==> config.mk <==
export PLATFORM = sky130hd
export DESIGN_NAME = adc_sfr_control
export DESIGN_NICKNAME = d
export VERILOG_FILES = /design/src/adc_sfr_pkg.sv /design/src/adc_sfr_control.sv
export SDC_FILE = /design/constraint.sdc
export NUM_CORES = 1
export LEC_CHECK = 0
export ABC_CLOCK_PERIOD_IN_PS = 6950
export BUFFER_PORTS_ARGS = -buffer_cell sky130_fd_sc_hd__buf_2
export CELL_PAD_IN_SITES_DETAIL_PLACEMENT = 1
export CELL_PAD_IN_SITES_GLOBAL_PLACEMENT = 1
export CORE_ASPECT_RATIO = 0.75
export CORE_MARGIN = 2
export CORE_UTILIZATION = 35
export CTS_CLUSTER_DIAMETER = 120
export DETAILED_ROUTE_END_ITERATION = 8
export MAX_ROUTING_LAYER = met4
export PLACE_DENSITY = 0.68
export SLEW_MARGIN = 10
export SYNTH_ARGS = -nofsm -noshare
export SYNTH_HDL_FRONTEND = slang
export SYNTH_SLANG_ARGS = --single-unit
==> constraint.sdc <==
create_clock -name clk_sys_in -period 6.95 [get_ports clk_sys_in]
set_input_delay 1.39 -clock clk_sys_in [delete_from_list [all_inputs] [get_ports clk_sys_in]]
set_output_delay 1.39 -clock clk_sys_in [all_outputs]
set_load 0.02 [all_outputs]
==> src/adc_sfr_pkg.sv <==
// package for the converter register block: register map, field positions,
// state codes and timing counts.
// assumes a 25 MHz system clock; times are kept in ns and converted here.
package adc_sfr_pkg;

  // register addresses on the special function register bus
  localparam logic [7:0] ADDR_RES_FLAGS = 8'hd1; // converter_resolution_and_flags
  localparam logic [7:0] ADDR_MODE_TIMING = 8'hd2; // converter_mode_and_timing
  localparam logic [7:0] ADDR_PWR_CH_REF = 8'hd3; // converter_power_channel_reference
  localparam logic [7:0] ADDR_RESULT_HIGH = 8'hd4; // conversion_result_high
  localparam logic [7:0] ADDR_RESULT_LOW = 8'hd5; // conversion_result_low
  localparam logic [7:0] RESET_VALUE = 8'h00; // every register resets here

  // field positions, power/channel/reference register
  localparam int POS_PWRUP = 7;
  localparam int POS_BUSY = 6;
  localparam int POS_CHSEL_LO = 2;
  localparam int POS_REFSEL_LO = 0;
  // field positions, mode/timing register
  localparam int POS_DIFF_LO = 6;
  localparam int POS_CONT = 5;
  localparam int POS_RATE_LO = 2;
  localparam int POS_TACQ_LO = 0;
  // field positions, resolution/flags register
  localparam int POS_RESOL_LO = 6;
  localparam int POS_RLJUST = 5;
  localparam int POS_UFLOW = 4;
  localparam int POS_OFLOW = 3;
  localparam int POS_RANGE = 2;

  // timing, in ns, and cycle counts at the system clock rate
  localparam int CLK_MHZ = 25;
  localparam int T_START_NS = 250; // four cycles of the 16 MHz converter clock
  localparam int T_WUP_OFF_NS = 15000; // wakeup from full power-down
  localparam int T_WUP_SBY_NS = 600; // wakeup from standby
  localparam int T_ACQ0_NS = 750;
  localparam int T_ACQ1_NS = 3000;
  localparam int T_ACQ2_NS = 12000;
  localparam int T_ACQ3_NS = 36000;
  localparam int T_CONV0_NS = 1700;
  localparam int T_CONV1_NS = 1900;
  localparam int T_CONV2_NS = 2100;
  localparam int T_CONV3_NS = 2300;
  localparam int T_PD1_NS = 6000; // standby hold before power-down
  localparam int T_PD2_NS = 24000;
  localparam int T_RATE8K_NS = 125000;
  localparam int T_RATE16K_NS = 62500;
  localparam logic [15:0] START_CYC = 16'((T_START_NS * CLK_MHZ + 999) / 1000);
  localparam logic [15:0] WUP_OFF_CYC = 16'((T_WUP_OFF_NS * CLK_MHZ + 999) / 1000);
  localparam logic [15:0] WUP_SBY_CYC = 16'((T_WUP_SBY_NS * CLK_MHZ + 999) / 1000);
  localparam logic [15:0] ACQ0_CYC = 16'((T_ACQ0_NS * CLK_MHZ + 999) / 1000);
  localparam logic [15:0] ACQ1_CYC = 16'((T_ACQ1_NS * CLK_MHZ + 999) / 1000);
  localparam logic [15:0] ACQ2_CYC = 16'((T_ACQ2_NS * CLK_MHZ + 999) / 1000);
  localparam logic [15:0] ACQ3_CYC = 16'((T_ACQ3_NS * CLK_MHZ + 999) / 1000);
  localparam logic [15:0] CONV0_CYC = 16'((T_CONV0_NS * CLK_MHZ + 999) / 1000);
  localparam logic [15:0] CONV1_CYC = 16'((T_CONV1_NS * CLK_MHZ + 999) / 1000);
  localparam logic [15:0] CONV2_CYC = 16'((T_CONV2_NS * CLK_MHZ + 999) / 1000);
  localparam logic [15:0] CONV3_CYC = 16'((T_CONV3_NS * CLK_MHZ + 999) / 1000);
  localparam logic [15:0] PD1_CYC = 16'((T_PD1_NS * CLK_MHZ + 999) / 1000);
  localparam logic [15:0] PD2_CYC = 16'((T_PD2_NS * CLK_MHZ + 999) / 1000);
  localparam logic [15:0] RATE8K_CYC = 16'((T_RATE8K_NS * CLK_MHZ) / 1000);
  localparam logic [15:0] RATE16K_CYC = 16'((T_RATE16K_NS * CLK_MHZ) / 1000);

  // sequencer states
  typedef enum logic [2:0] {
    ST_OFF = 3'b000, // powered down
    ST_START = 3'b001, // start delay before busy
    ST_WAKE = 3'b010, // analog wakeup
    ST_ACQ = 3'b011, // sampling capacitor on the input
    ST_CONV = 3'b100, // successive approximation
    ST_STBY = 3'b101, // standby after a single step
    ST_WAIT = 3'b110 // powered down, waiting for the next continuous sample
  } seq_state_t;

  // one special function register bus cycle
  typedef struct packed {
    logic [7:0] addr; // register address
    logic wr; // write strobe, one cycle
    logic [7:0] wdata; // write data
  } sfr_req_t;

  // settings handed to the analog core
  typedef struct packed {
    logic [3:0] channel; // 0..13 pins, 14/15 internal supply fractions
    logic [1:0] reference; // bandgap, supply, analog_input_3, analog_input_9
    logic [1:0] input_mode; // single ended or differential
    logic [1:0] resolution; // 6, 8, 10, 12 bits
  } analog_cfg_t;

endpackage

==> src/adc_sfr_control.sv <==
// converter register block: five special function registers, the conversion
// sequencer and result justification for a successive-approximation core.
// assumes the analog core holds a 12-bit msb-aligned sample on
// core_sample_in when the conversion phase ends, and a synchronous bus.
//
// Summary of operation
// [RL1] power bit low powers down, high enables
// [RL2] busy flag set while a conversion runs
// [RL3] reference field selects bandgap, supply, external inputs
// [RL4] input mode: single ended or two differential
// [RL5] mode bit selects single step or continuous
// [RL6] rate field sets continuous sampling rate
// [RL7] rate field sets standby hold in single step
// [RL8] acquisition field sets sampling window length
// [RL9] justify bit picks left or right alignment
// [RL10] resolution field gives 6, 8, 10, 12 bits
// [RL11] underflow flag when result all zeroes
// [RL12] overflow flag when result all ones
// [RL13] range flag is underflow or overflow
// [RL14] high result register gives upper byte
// [RL15] low result register gives lower byte
// [RL16] all five registers reset to zero
// [RL17] channel field selects pins or supply fractions
// [RL18] only power register writes start conversions
// [RL19] busy rises after start delay; done interrupt
// [RL20] continuous mode restarts automatically, powered down between
// [RL21] writes to read-only bits are ignored
`timescale 1ns/1ps
`default_nettype none

module adc_sfr_control #(
  parameter logic [15:0] RATE2K_CYC = 16'd12500, // 2 ksps period in cycles
  parameter logic [15:0] RATE4K_CYC = 16'd6250 // 4 ksps period in cycles
) (
  input wire logic clk_sys_in, // 25 MHz system clock
  input wire logic rst_n_in, // asynchronous reset, active low
  input wire adc_sfr_pkg::sfr_req_t sfr_req_in, // bus address, strobe, data
  output logic [7:0] sfr_rdata_out, // read data, one cycle after address
  input wire logic [11:0] core_sample_in, // analog core sample, msb aligned
  output adc_sfr_pkg::analog_cfg_t analog_cfg_out, // settings to the core
  output logic pins_analog_out, // selected pins configured as analog
  output logic core_power_out, // analog core fully powered
  output logic core_standby_out, // analog core in standby
  output logic sample_switch_out, // sampling capacitor connected
  output logic convert_out, // conversion phase active
  output logic conversion_done_interrupt_out // end-of-conversion pulse
);
  import adc_sfr_pkg::*;

  // software-written fields
  logic pwrup; // power control
  logic [3:0] chsel; // input channel
  logic [1:0] refsel; // reference select
  logic [1:0] diffm; // input mode
  logic cont; // continuous mode
  logic [2:0] rate; // rate or power-down delay
  logic [1:0] tacq; // acquisition time code
  logic [1:0] resol; // resolution code
  logic rljust; // right justify
  // hardware-owned state
  logic uflow; // result all zeroes
  logic oflow; // result all ones
  logic [15:0] result_word; // justified result, high and low bytes
  logic [11:0] conv_result; // right-aligned raw result, for checks
  seq_state_t state; // sequencer state
  seq_state_t next_state; // sequencer next state
  logic [15:0] timer; // phase countdown
  logic [15:0] next_timer; // phase countdown next value
  logic [15:0] rate_cnt; // continuous sample period countdown
  logic from_standby; // short wakeup: start came from standby or a busy phase
  logic done; // end of conversion this cycle
  logic busy; // conversion in progress

  // decoded bus strobes
  logic wr_pcr, wr_mode, wr_res; // writes per configuration register
  logic start_wr; // write that starts a conversion
  assign wr_pcr = sfr_req_in.wr && (sfr_req_in.addr == ADDR_PWR_CH_REF);
  assign wr_mode = sfr_req_in.wr && (sfr_req_in.addr == ADDR_MODE_TIMING);
  assign wr_res = sfr_req_in.wr && (sfr_req_in.addr == ADDR_RES_FLAGS);
  // only the power register starts, and only with the power bit written high
  assign start_wr = wr_pcr && sfr_req_in.wdata[POS_PWRUP]; // [RL18]

  // busy spans wakeup, acquisition and conversion
  assign busy = (state == ST_WAKE) || (state == ST_ACQ) || (state == ST_CONV); // [RL2]

  // power/channel/reference register; busy is never stored from the bus
  always_ff @(posedge clk_sys_in or negedge rst_n_in) begin
    if (!rst_n_in) begin
      pwrup <= 1'b0; // [RL16]
      chsel <= 4'h0;
      refsel <= 2'h0;
    end else if (wr_pcr) begin
      pwrup <= sfr_req_in.wdata[POS_PWRUP]; // [RL1]
      chsel <= sfr_req_in.wdata[POS_CHSEL_LO +: 4]; // [RL17]
      refsel <= sfr_req_in.wdata[POS_REFSEL_LO +: 2]; // [RL3] [RL21]
    end
  end

  // mode/timing register, all bits writable
  always_ff @(posedge clk_sys_in or negedge rst_n_in) begin
    if (!rst_n_in) begin
      diffm <= 2'h0; // [RL16]
      cont <= 1'b0;
      rate <= 3'h0;
      tacq <= 2'h0;
    end else if (wr_mode) begin
      diffm <= sfr_req_in.wdata[POS_DIFF_LO +: 2]; // [RL4]
      cont <= sfr_req_in.wdata[POS_CONT]; // [RL5]
      rate <= sfr_req_in.wdata[POS_RATE_LO +: 3];
      tacq <= sfr_req_in.wdata[POS_TACQ_LO +: 2]; // [RL8]
    end
  end

  // resolution/flags register: flag and unused bits stay hardware-owned
  always_ff @(posedge clk_sys_in or negedge rst_n_in) begin
    if (!rst_n_in) begin
      resol <= 2'h0; // [RL16]
      rljust <= 1'b0;
    end else if (wr_res) begin
      resol <= sfr_req_in.wdata[POS_RESOL_LO +: 2]; // [RL10]
      rljust <= sfr_req_in.wdata[POS_RLJUST]; // [RL9] [RL21]
    end
  end

  // phase lengths picked from the current settings
  logic [15:0] acq_len, conv_len, pd_len, period_len; // per-phase cycle counts
  always_comb begin
    unique case (tacq)
      2'b00: acq_len = ACQ0_CYC; // [RL8]
      2'b01: acq_len = ACQ1_CYC;
      2'b10: acq_len = ACQ2_CYC;
      2'b11: acq_len = ACQ3_CYC;
    endcase
    unique case (resol)
      2'b00: conv_len = CONV0_CYC; // longer for more bits
      2'b01: conv_len = CONV1_CYC;
      2'b10: conv_len = CONV2_CYC;
      2'b11: conv_len = CONV3_CYC;
    endcase
    // reserved rate codes fall back to the shortest behaviour
    unique case (rate)
      3'b001: pd_len = PD1_CYC; // [RL7]
      3'b010: pd_len = PD2_CYC;
      default: pd_len = 16'h0000;
    endcase
    unique case (rate)
      3'b000: period_len = RATE2K_CYC; // [RL6]
      3'b001: period_len = RATE4K_CYC;
      3'b010: period_len = RATE8K_CYC;
      default: period_len = RATE16K_CYC;
    endcase
  end

  // sequencer next state; a start write wins over every phase and aborts it
  always_comb begin
    next_state = state;
    next_timer = (timer == 16'h0000) ? 16'h0000 : timer - 16'h0001;
    if (!pwrup || wr_pcr) begin // a power-low write stops at once
      next_state = ST_OFF; // [RL1]
      next_timer = 16'h0000;
    end
    if (start_wr) begin
      next_state = ST_START; // [RL18]
      next_timer = START_CYC - 16'h0001;
    end else if (pwrup && !wr_pcr) begin
      unique case (state)
        ST_OFF: begin
          next_state = ST_OFF; // waits for a start write
        end
        ST_START: begin
          if (timer == 16'h0000) begin
            next_state = ST_WAKE; // [RL19]
            next_timer = (from_standby ? WUP_SBY_CYC : WUP_OFF_CYC) - 16'h0001;
          end
        end
        ST_WAKE: begin
          if (timer == 16'h0000) begin
            next_state = ST_ACQ;
            next_timer = acq_len - 16'h0001;
          end
        end
        ST_ACQ: begin
          if (timer == 16'h0000) begin
            next_state = ST_CONV;
            next_timer = conv_len - 16'h0001;
          end
        end
        ST_CONV: begin
          if (timer == 16'h0000) begin
            if (cont) begin
              next_state = ST_WAIT; // [RL20]
            end else if (rate == 3'b011) begin
              next_state = ST_STBY; // held while rate stays 3'b011 and no power register write comes
            end else if (pd_len != 16'h0000) begin
              next_state = ST_STBY; // [RL7]
              next_timer = pd_len - 16'h0001;
            end else begin
              next_state = ST_OFF;
            end
          end
        end
        ST_STBY: begin
          if (timer == 16'h0000 && rate != 3'b011) begin
            next_state = ST_OFF;
          end
        end
        ST_WAIT: begin
          if (rate_cnt == 16'h0000) begin
            next_state = ST_START; // [RL20]
            next_timer = START_CYC - 16'h0001;
          end
        end
        default: begin
          next_state = ST_OFF; // unused code recovers to power-down
        end
      endcase
    end
  end

  // sequencer registers
  always_ff @(posedge clk_sys_in or negedge rst_n_in) begin
    if (!rst_n_in) begin
      state <= ST_OFF;
      timer <= 16'h0000;
    end else begin
      state <= next_state;
      timer <= next_timer;
    end
  end

  // wakeup length depends on where the start came from; sampled at entry
  always_ff @(posedge clk_sys_in or negedge rst_n_in) begin
    if (!rst_n_in) begin
      from_standby <= 1'b0;
    end else if (next_state == ST_START && state != ST_START) begin
      from_standby <= (state == ST_STBY) || busy;
    end
  end

  // continuous sample period, restarted at each start so the rate holds;
  // if a conversion outlasts the period the next one follows at once
  always_ff @(posedge clk_sys_in or negedge rst_n_in) begin
    if (!rst_n_in) begin
      rate_cnt <= 16'h0000;
    end else if (next_state == ST_START && state != ST_START) begin
      rate_cnt <= period_len - 16'h0001; // [RL6]
    end else if (rate_cnt != 16'h0000) begin
      rate_cnt <= rate_cnt - 16'h0001;
    end
  end

  // end of conversion, lost if aborted by a write or power-down that cycle
  assign done = (state == ST_CONV) && (timer == 16'h0000) && pwrup && !wr_pcr;

  // result truncation and justification
  logic [11:0] res_mask; // kept bits of the msb-aligned sample
  logic [3:0] res_shift; // shift to right-align
  logic [11:0] masked; // sample cut to resolution
  always_comb begin
    unique case (resol)
      2'b00: begin
        res_mask = 12'hfc0; // [RL10]
        res_shift = 4'h6;
      end
      2'b01: begin
        res_mask = 12'hff0;
        res_shift = 4'h4;
      end
      2'b10: begin
        res_mask = 12'hffc;
        res_shift = 4'h2;
      end
      2'b11: begin
        res_mask = 12'hfff;
        res_shift = 4'h0;
      end
    endcase
    masked = core_sample_in & res_mask;
  end

  // result and range flags update only at end of conversion
  always_ff @(posedge clk_sys_in or negedge rst_n_in) begin
    if (!rst_n_in) begin
      result_word <= 16'h0000; // [RL16]
      conv_result <= 12'h000;
      uflow <= 1'b0;
      oflow <= 1'b0;
    end else if (done) begin
      conv_result <= masked >> res_shift;
      uflow <= (masked == 12'h000); // [RL11]
      oflow <= (masked == res_mask); // [RL12]
      if (rljust) begin
        result_word <= {4'h0, masked >> res_shift}; // [RL9]
      end else begin
        result_word <= {masked, 4'h0}; // left starts at high bit 7
      end
    end
  end

  // one-cycle interrupt at each end of conversion
  always_ff @(posedge clk_sys_in or negedge rst_n_in) begin
    if (!rst_n_in) begin
      conversion_done_interrupt_out <= 1'b0;
    end else begin
      conversion_done_interrupt_out <= done; // [RL19]
    end
  end

  // registered read mux; unmapped addresses read zero
  always_ff @(posedge clk_sys_in or negedge rst_n_in) begin
    if (!rst_n_in) begin
      sfr_rdata_out <= RESET_VALUE;
    end else begin
      unique case (sfr_req_in.addr)
        ADDR_PWR_CH_REF: sfr_rdata_out <= {pwrup, busy, chsel, refsel}; // [RL2]
        ADDR_MODE_TIMING: sfr_rdata_out <= {diffm, cont, rate, tacq};
        ADDR_RES_FLAGS: sfr_rdata_out <= {resol, rljust, uflow, oflow,
                                          uflow | oflow, 2'b00}; // [RL13]
        ADDR_RESULT_HIGH: sfr_rdata_out <= result_word[15:8]; // [RL14]
        ADDR_RESULT_LOW: sfr_rdata_out <= result_word[7:0]; // [RL15]
        default: sfr_rdata_out <= 8'h00;
      endcase
    end
  end

  // analog control; settings pass through so a mid-run change takes effect
  assign analog_cfg_out = '{channel: chsel, reference: refsel,
                            input_mode: diffm, resolution: resol}; // [RL17] [RL3] [RL4]
  assign pins_analog_out = pwrup; // [RL1]
  assign core_power_out = busy || (state == ST_START);
  assign core_standby_out = (state == ST_STBY);
  assign sample_switch_out = (state == ST_ACQ);
  assign convert_out = (state == ST_CONV);
endmodule

`default_nettype wire

==> flow_summary_export.csv <==
group,metric,value,unit
final_layout,nets,656,
hold_path,hp-class,"reg2reg",
final_layout,drive_above_1_share,0.195,
timing,finalCritPeriodShare,0.722,
synth,synth_common_cells,"dfrtp_1, nand2_1, nor2_1",
placed_design,placed_cell_area,5550,sq um
die,die_w,144,um
route,routed-via-count,4471,
timing,slew_viol_final,0,
synth,syn_avg_cell_area,9.07,sq um
route,drc,0,
cts,cts.sinks,81,
synth,synth_area,5120,sq um
final_layout,diodes,0,
route,detail-route-antenna-nets,0,
die,rows,38,
job,cap_violations,0,
route,firstDrtPassIters,4,
die,initial_core_util,0.356,
synth,yosysWarnings,0,
timing,worst_slew_pin_slew,1.24,ns
die,io_pins,55,
die,die_h,109,um
route,wl,16000,um
global_routing,antenna_found_initial,0,
setup_path,crit_top_cell,"mux2i_1",
pwr,p_leak,0.00285,uW
pwr,peakVddDrop,128,uV
run_status,outcome,"complete, no violations",
synth,synthCells,564,
setup_path,end_kind,"register",
timing,rsz0062_at_grt,"false",
timing,worst_slack,1.93,ns
route,wire_per_inst,19.7,um
cts,clock_latency,0.36,ns
placed_design,dpl.hpwl,11800,um
global_routing,grt_use_total,0.223,
synth,synthMostInstantiatedCell,"dfrtp_1",
timing,setup_viol,0,
synth,synthFlopType,"dfrtp_1",
cts,cts_max_level,3,
placed_design,place_congestion,0.975,
cts,path_clk_slew,0.07,ns
cts,tritoncts,"built",
die,die_area,15600,sq um
final_layout,fill_cells,1707,
synth,seq_area_frac_synth,0.396,
synth,synth_cell_type_count,62,
global_routing,grt-ovfl-total,0,
timing,fin_crit,5.02,ns
setup_path,cp.required,7.19,ns
cts,ctsRootBufferMaster,"clkbuf_16",
global_routing,grt_pass1_wl,25700,um
setup_path,path_max_fanout,15,
setup_path,cp-start-kind,"register",
die,core_area,14400,sq um
cts,cts_max_path_buffers,2,
timing,setup_tns,0,ns
setup_path,cp_cell_sequence,"or3_1 -> nor4b_4 -> and2_0 -> mux2i_1 -> a21oi_1 -> nand4_1 -> mux2i_1 -> ha_1 -> nand4b_1 -> or2_2 -> nor4_1 -> xnor2_1 -> nor2_1 -> mux2_2",
timing,max_freq,199,MHz
setup_path,cp_slowest_stage_delay,0.75,ns
timing,hold_viol_final,0,
placed_design,numPortBuffers,54,
cts,cts_resized,0,
pwr,total_power,1100,uW
final_layout,areaGrowthSynthToFinish,14.6,%
cts,cts_buffers,9,
global_routing,grt_pass1_vias,4488,
setup_path,arrival,5.26,ns
timing,skew,0.00726,ns
final_layout,stdcell_area,5860,sq um
setup_path,cp_slowest_cell,"and2_0",
timing,slew_headroom,0.168,
route,viasPerCell,5.52,
placed_design,dp_slack,1.82,ns
synth,yosys.area.top_type,"dfrtp_1",
cts,cts_setup_buffers,0,
synth,synth_nets,615,
synth,synthTopCellsByArea,"dfrtp_1, mux2_2, nand2_1, ha_1, mux2i_1",
synth,yosys.area.top_type_share,0.396,
setup_path,worst-setup-path-type,"reg2reg",
pwr,pwr_density_cell,187,nW/um^2
synth,synth_enable_flop_cells,0,
cts,ctsHoldBuffers,0,
route,drtIter0Drc,362,
global_routing,grt_max_degree,82,
synth,postSynth.asyncResetShare,1.00,
synth,synth-seq-cells,81,
## metrics by stage
step	std cells	util	hold slack (ns)
after floorplan	564	-	0.435
after global placement	794	0.386	0.449
after detailed placement	794	0.386	0.460
after CTS	810	0.408	0.475
after global routing	810	0.408	0.502
final	810	0.408	0.470
## where the power goes
| part | switching [uW] | internal [uW] | total [uW] |
|---|---|---|---|
| sequential | 11.1 | 480 | 491 |
| combinational | 63.9 | 35.4 | 99.3 |
| clock | 214 | 293 | 507 |
| total | 289 | 809 | 1100 |
## state kept, by name (all words and copies together) (netlist names), 2 cells and up
signal         cells
rate_cnt          16
result_word       16
timer             16
sfr_rdata_out      8
chsel              4
rate               3
state              3
diffm              2
refsel             2
resol              2
tacq               2
## cell type report
class                           instances  area [sq um]  share of cell area
Multi-Input combinational cell        432          2880               0.492
Clock inverter                          6          72.6              0.0124
Sequential cell                        81          2030               0.346
Inverter                               22          82.6              0.0141
Tap cell                              200           250              0.0427
Timing Repair Buffer                   59           310              0.0529
Clock buffer                           10           239              0.0408
## final timing paths
kind	start	cells past startpoint	slack, ns	to
max reg2reg	timer[2]$_DFF_PN0_	14	1.93	rate_cnt[12]$_DFFE_PN0P_
min	result_word[13]$_DFFE_PN0P_	2	0.47	result_word[13]$_DFFE_PN0P_
max in group asynchronous	rst_n_in	1	5.08	timer[8]$_DFF_PN0_
min in group asynchronous	rst_n_in	1	1.21	sfr_rdata_out[5]$_DFF_PN0_
min reg2reg	result_word[13]$_DFFE_PN0P_	2	0.47	result_word[13]$_DFFE_PN0P_
max	timer[2]$_DFF_PN0_	14	1.93	rate_cnt[12]$_DFFE_PN0P_
## worst max-delay path: cells and delay by family, from the launching register on
| kind | cells | cell delay [ns] |
|---|---|---|
| flops | 1 | 0.41 |
| mux | 3 | 0.73 |
| xor+xnor | 1 | 0.19 |
| fa+ha+maj | 1 | 0.28 |
| simple gates | 8 | 3.08 |
| compound gates | 1 | 0.22 |
## kinds of logic (layout without fill, tap and decap cells)
group | count (synthesis) | in the layout | share of synthesized area
and+or+nand+nor | 216 | 216 | 0.215
adders and majority gates | 20 | 20 | 0.0489
DFF | 81 | 81 | 0.396
AOI/OAI and AO/OA | 124 | 124 | 0.156
buffers and inverters | 51 | 97 | 0.0416
muxes | 48 | 48 | 0.102
xor gates and xnor gates | 24 | 24 | 0.0411
## layout by cell type, fill, tap and decap left out, types with 3 or more instances in the layout
| master | count |
|---|---|
| nor4_1 | 8 |
| clkbuf_16 | 9 |
| inv_1 | 22 |
| mux2i_1 | 19 |
| a32oi_1 | 3 |
| buf_2 | 53 |
| buf_4 | 6 |
| o221ai_1 | 7 |
| nand2_1 | 67 |
| nand2b_1 | 9 |
| and3_1 | 5 |
| o21ai_0 | 38 |
| a22oi_1 | 6 |
| xor2_1 | 9 |
| o22ai_1 | 7 |
| nor2b_1 | 7 |
| or3_1 | 6 |
| o21a_1 | 4 |
| and2_1 | 3 |
| nor3b_1 | 4 |
| a21oi_1 | 30 |
| nand4_1 | 6 |
| ha_1 | 20 |
| dfrtp_1 | 81 |
| a31oi_1 | 4 |
| o31ai_1 | 3 |
| a221oi_1 | 7 |
| nor2_1 | 45 |
| nand3_1 | 14 |
| mux2_2 | 28 |
| or2_2 | 4 |
| nor3_1 | 21 |
| xnor2_1 | 15 |
## metal layers
metal	global-route usage	vias to the layer above	wire [um]
met5	-	-	0
met4	0.0595	0	240
met3	0.0479	19	854
met2	0.300	113	6640
met1	0.333	2234	8240
li1	-	2105	-
(Power assumes the default switching activity.)
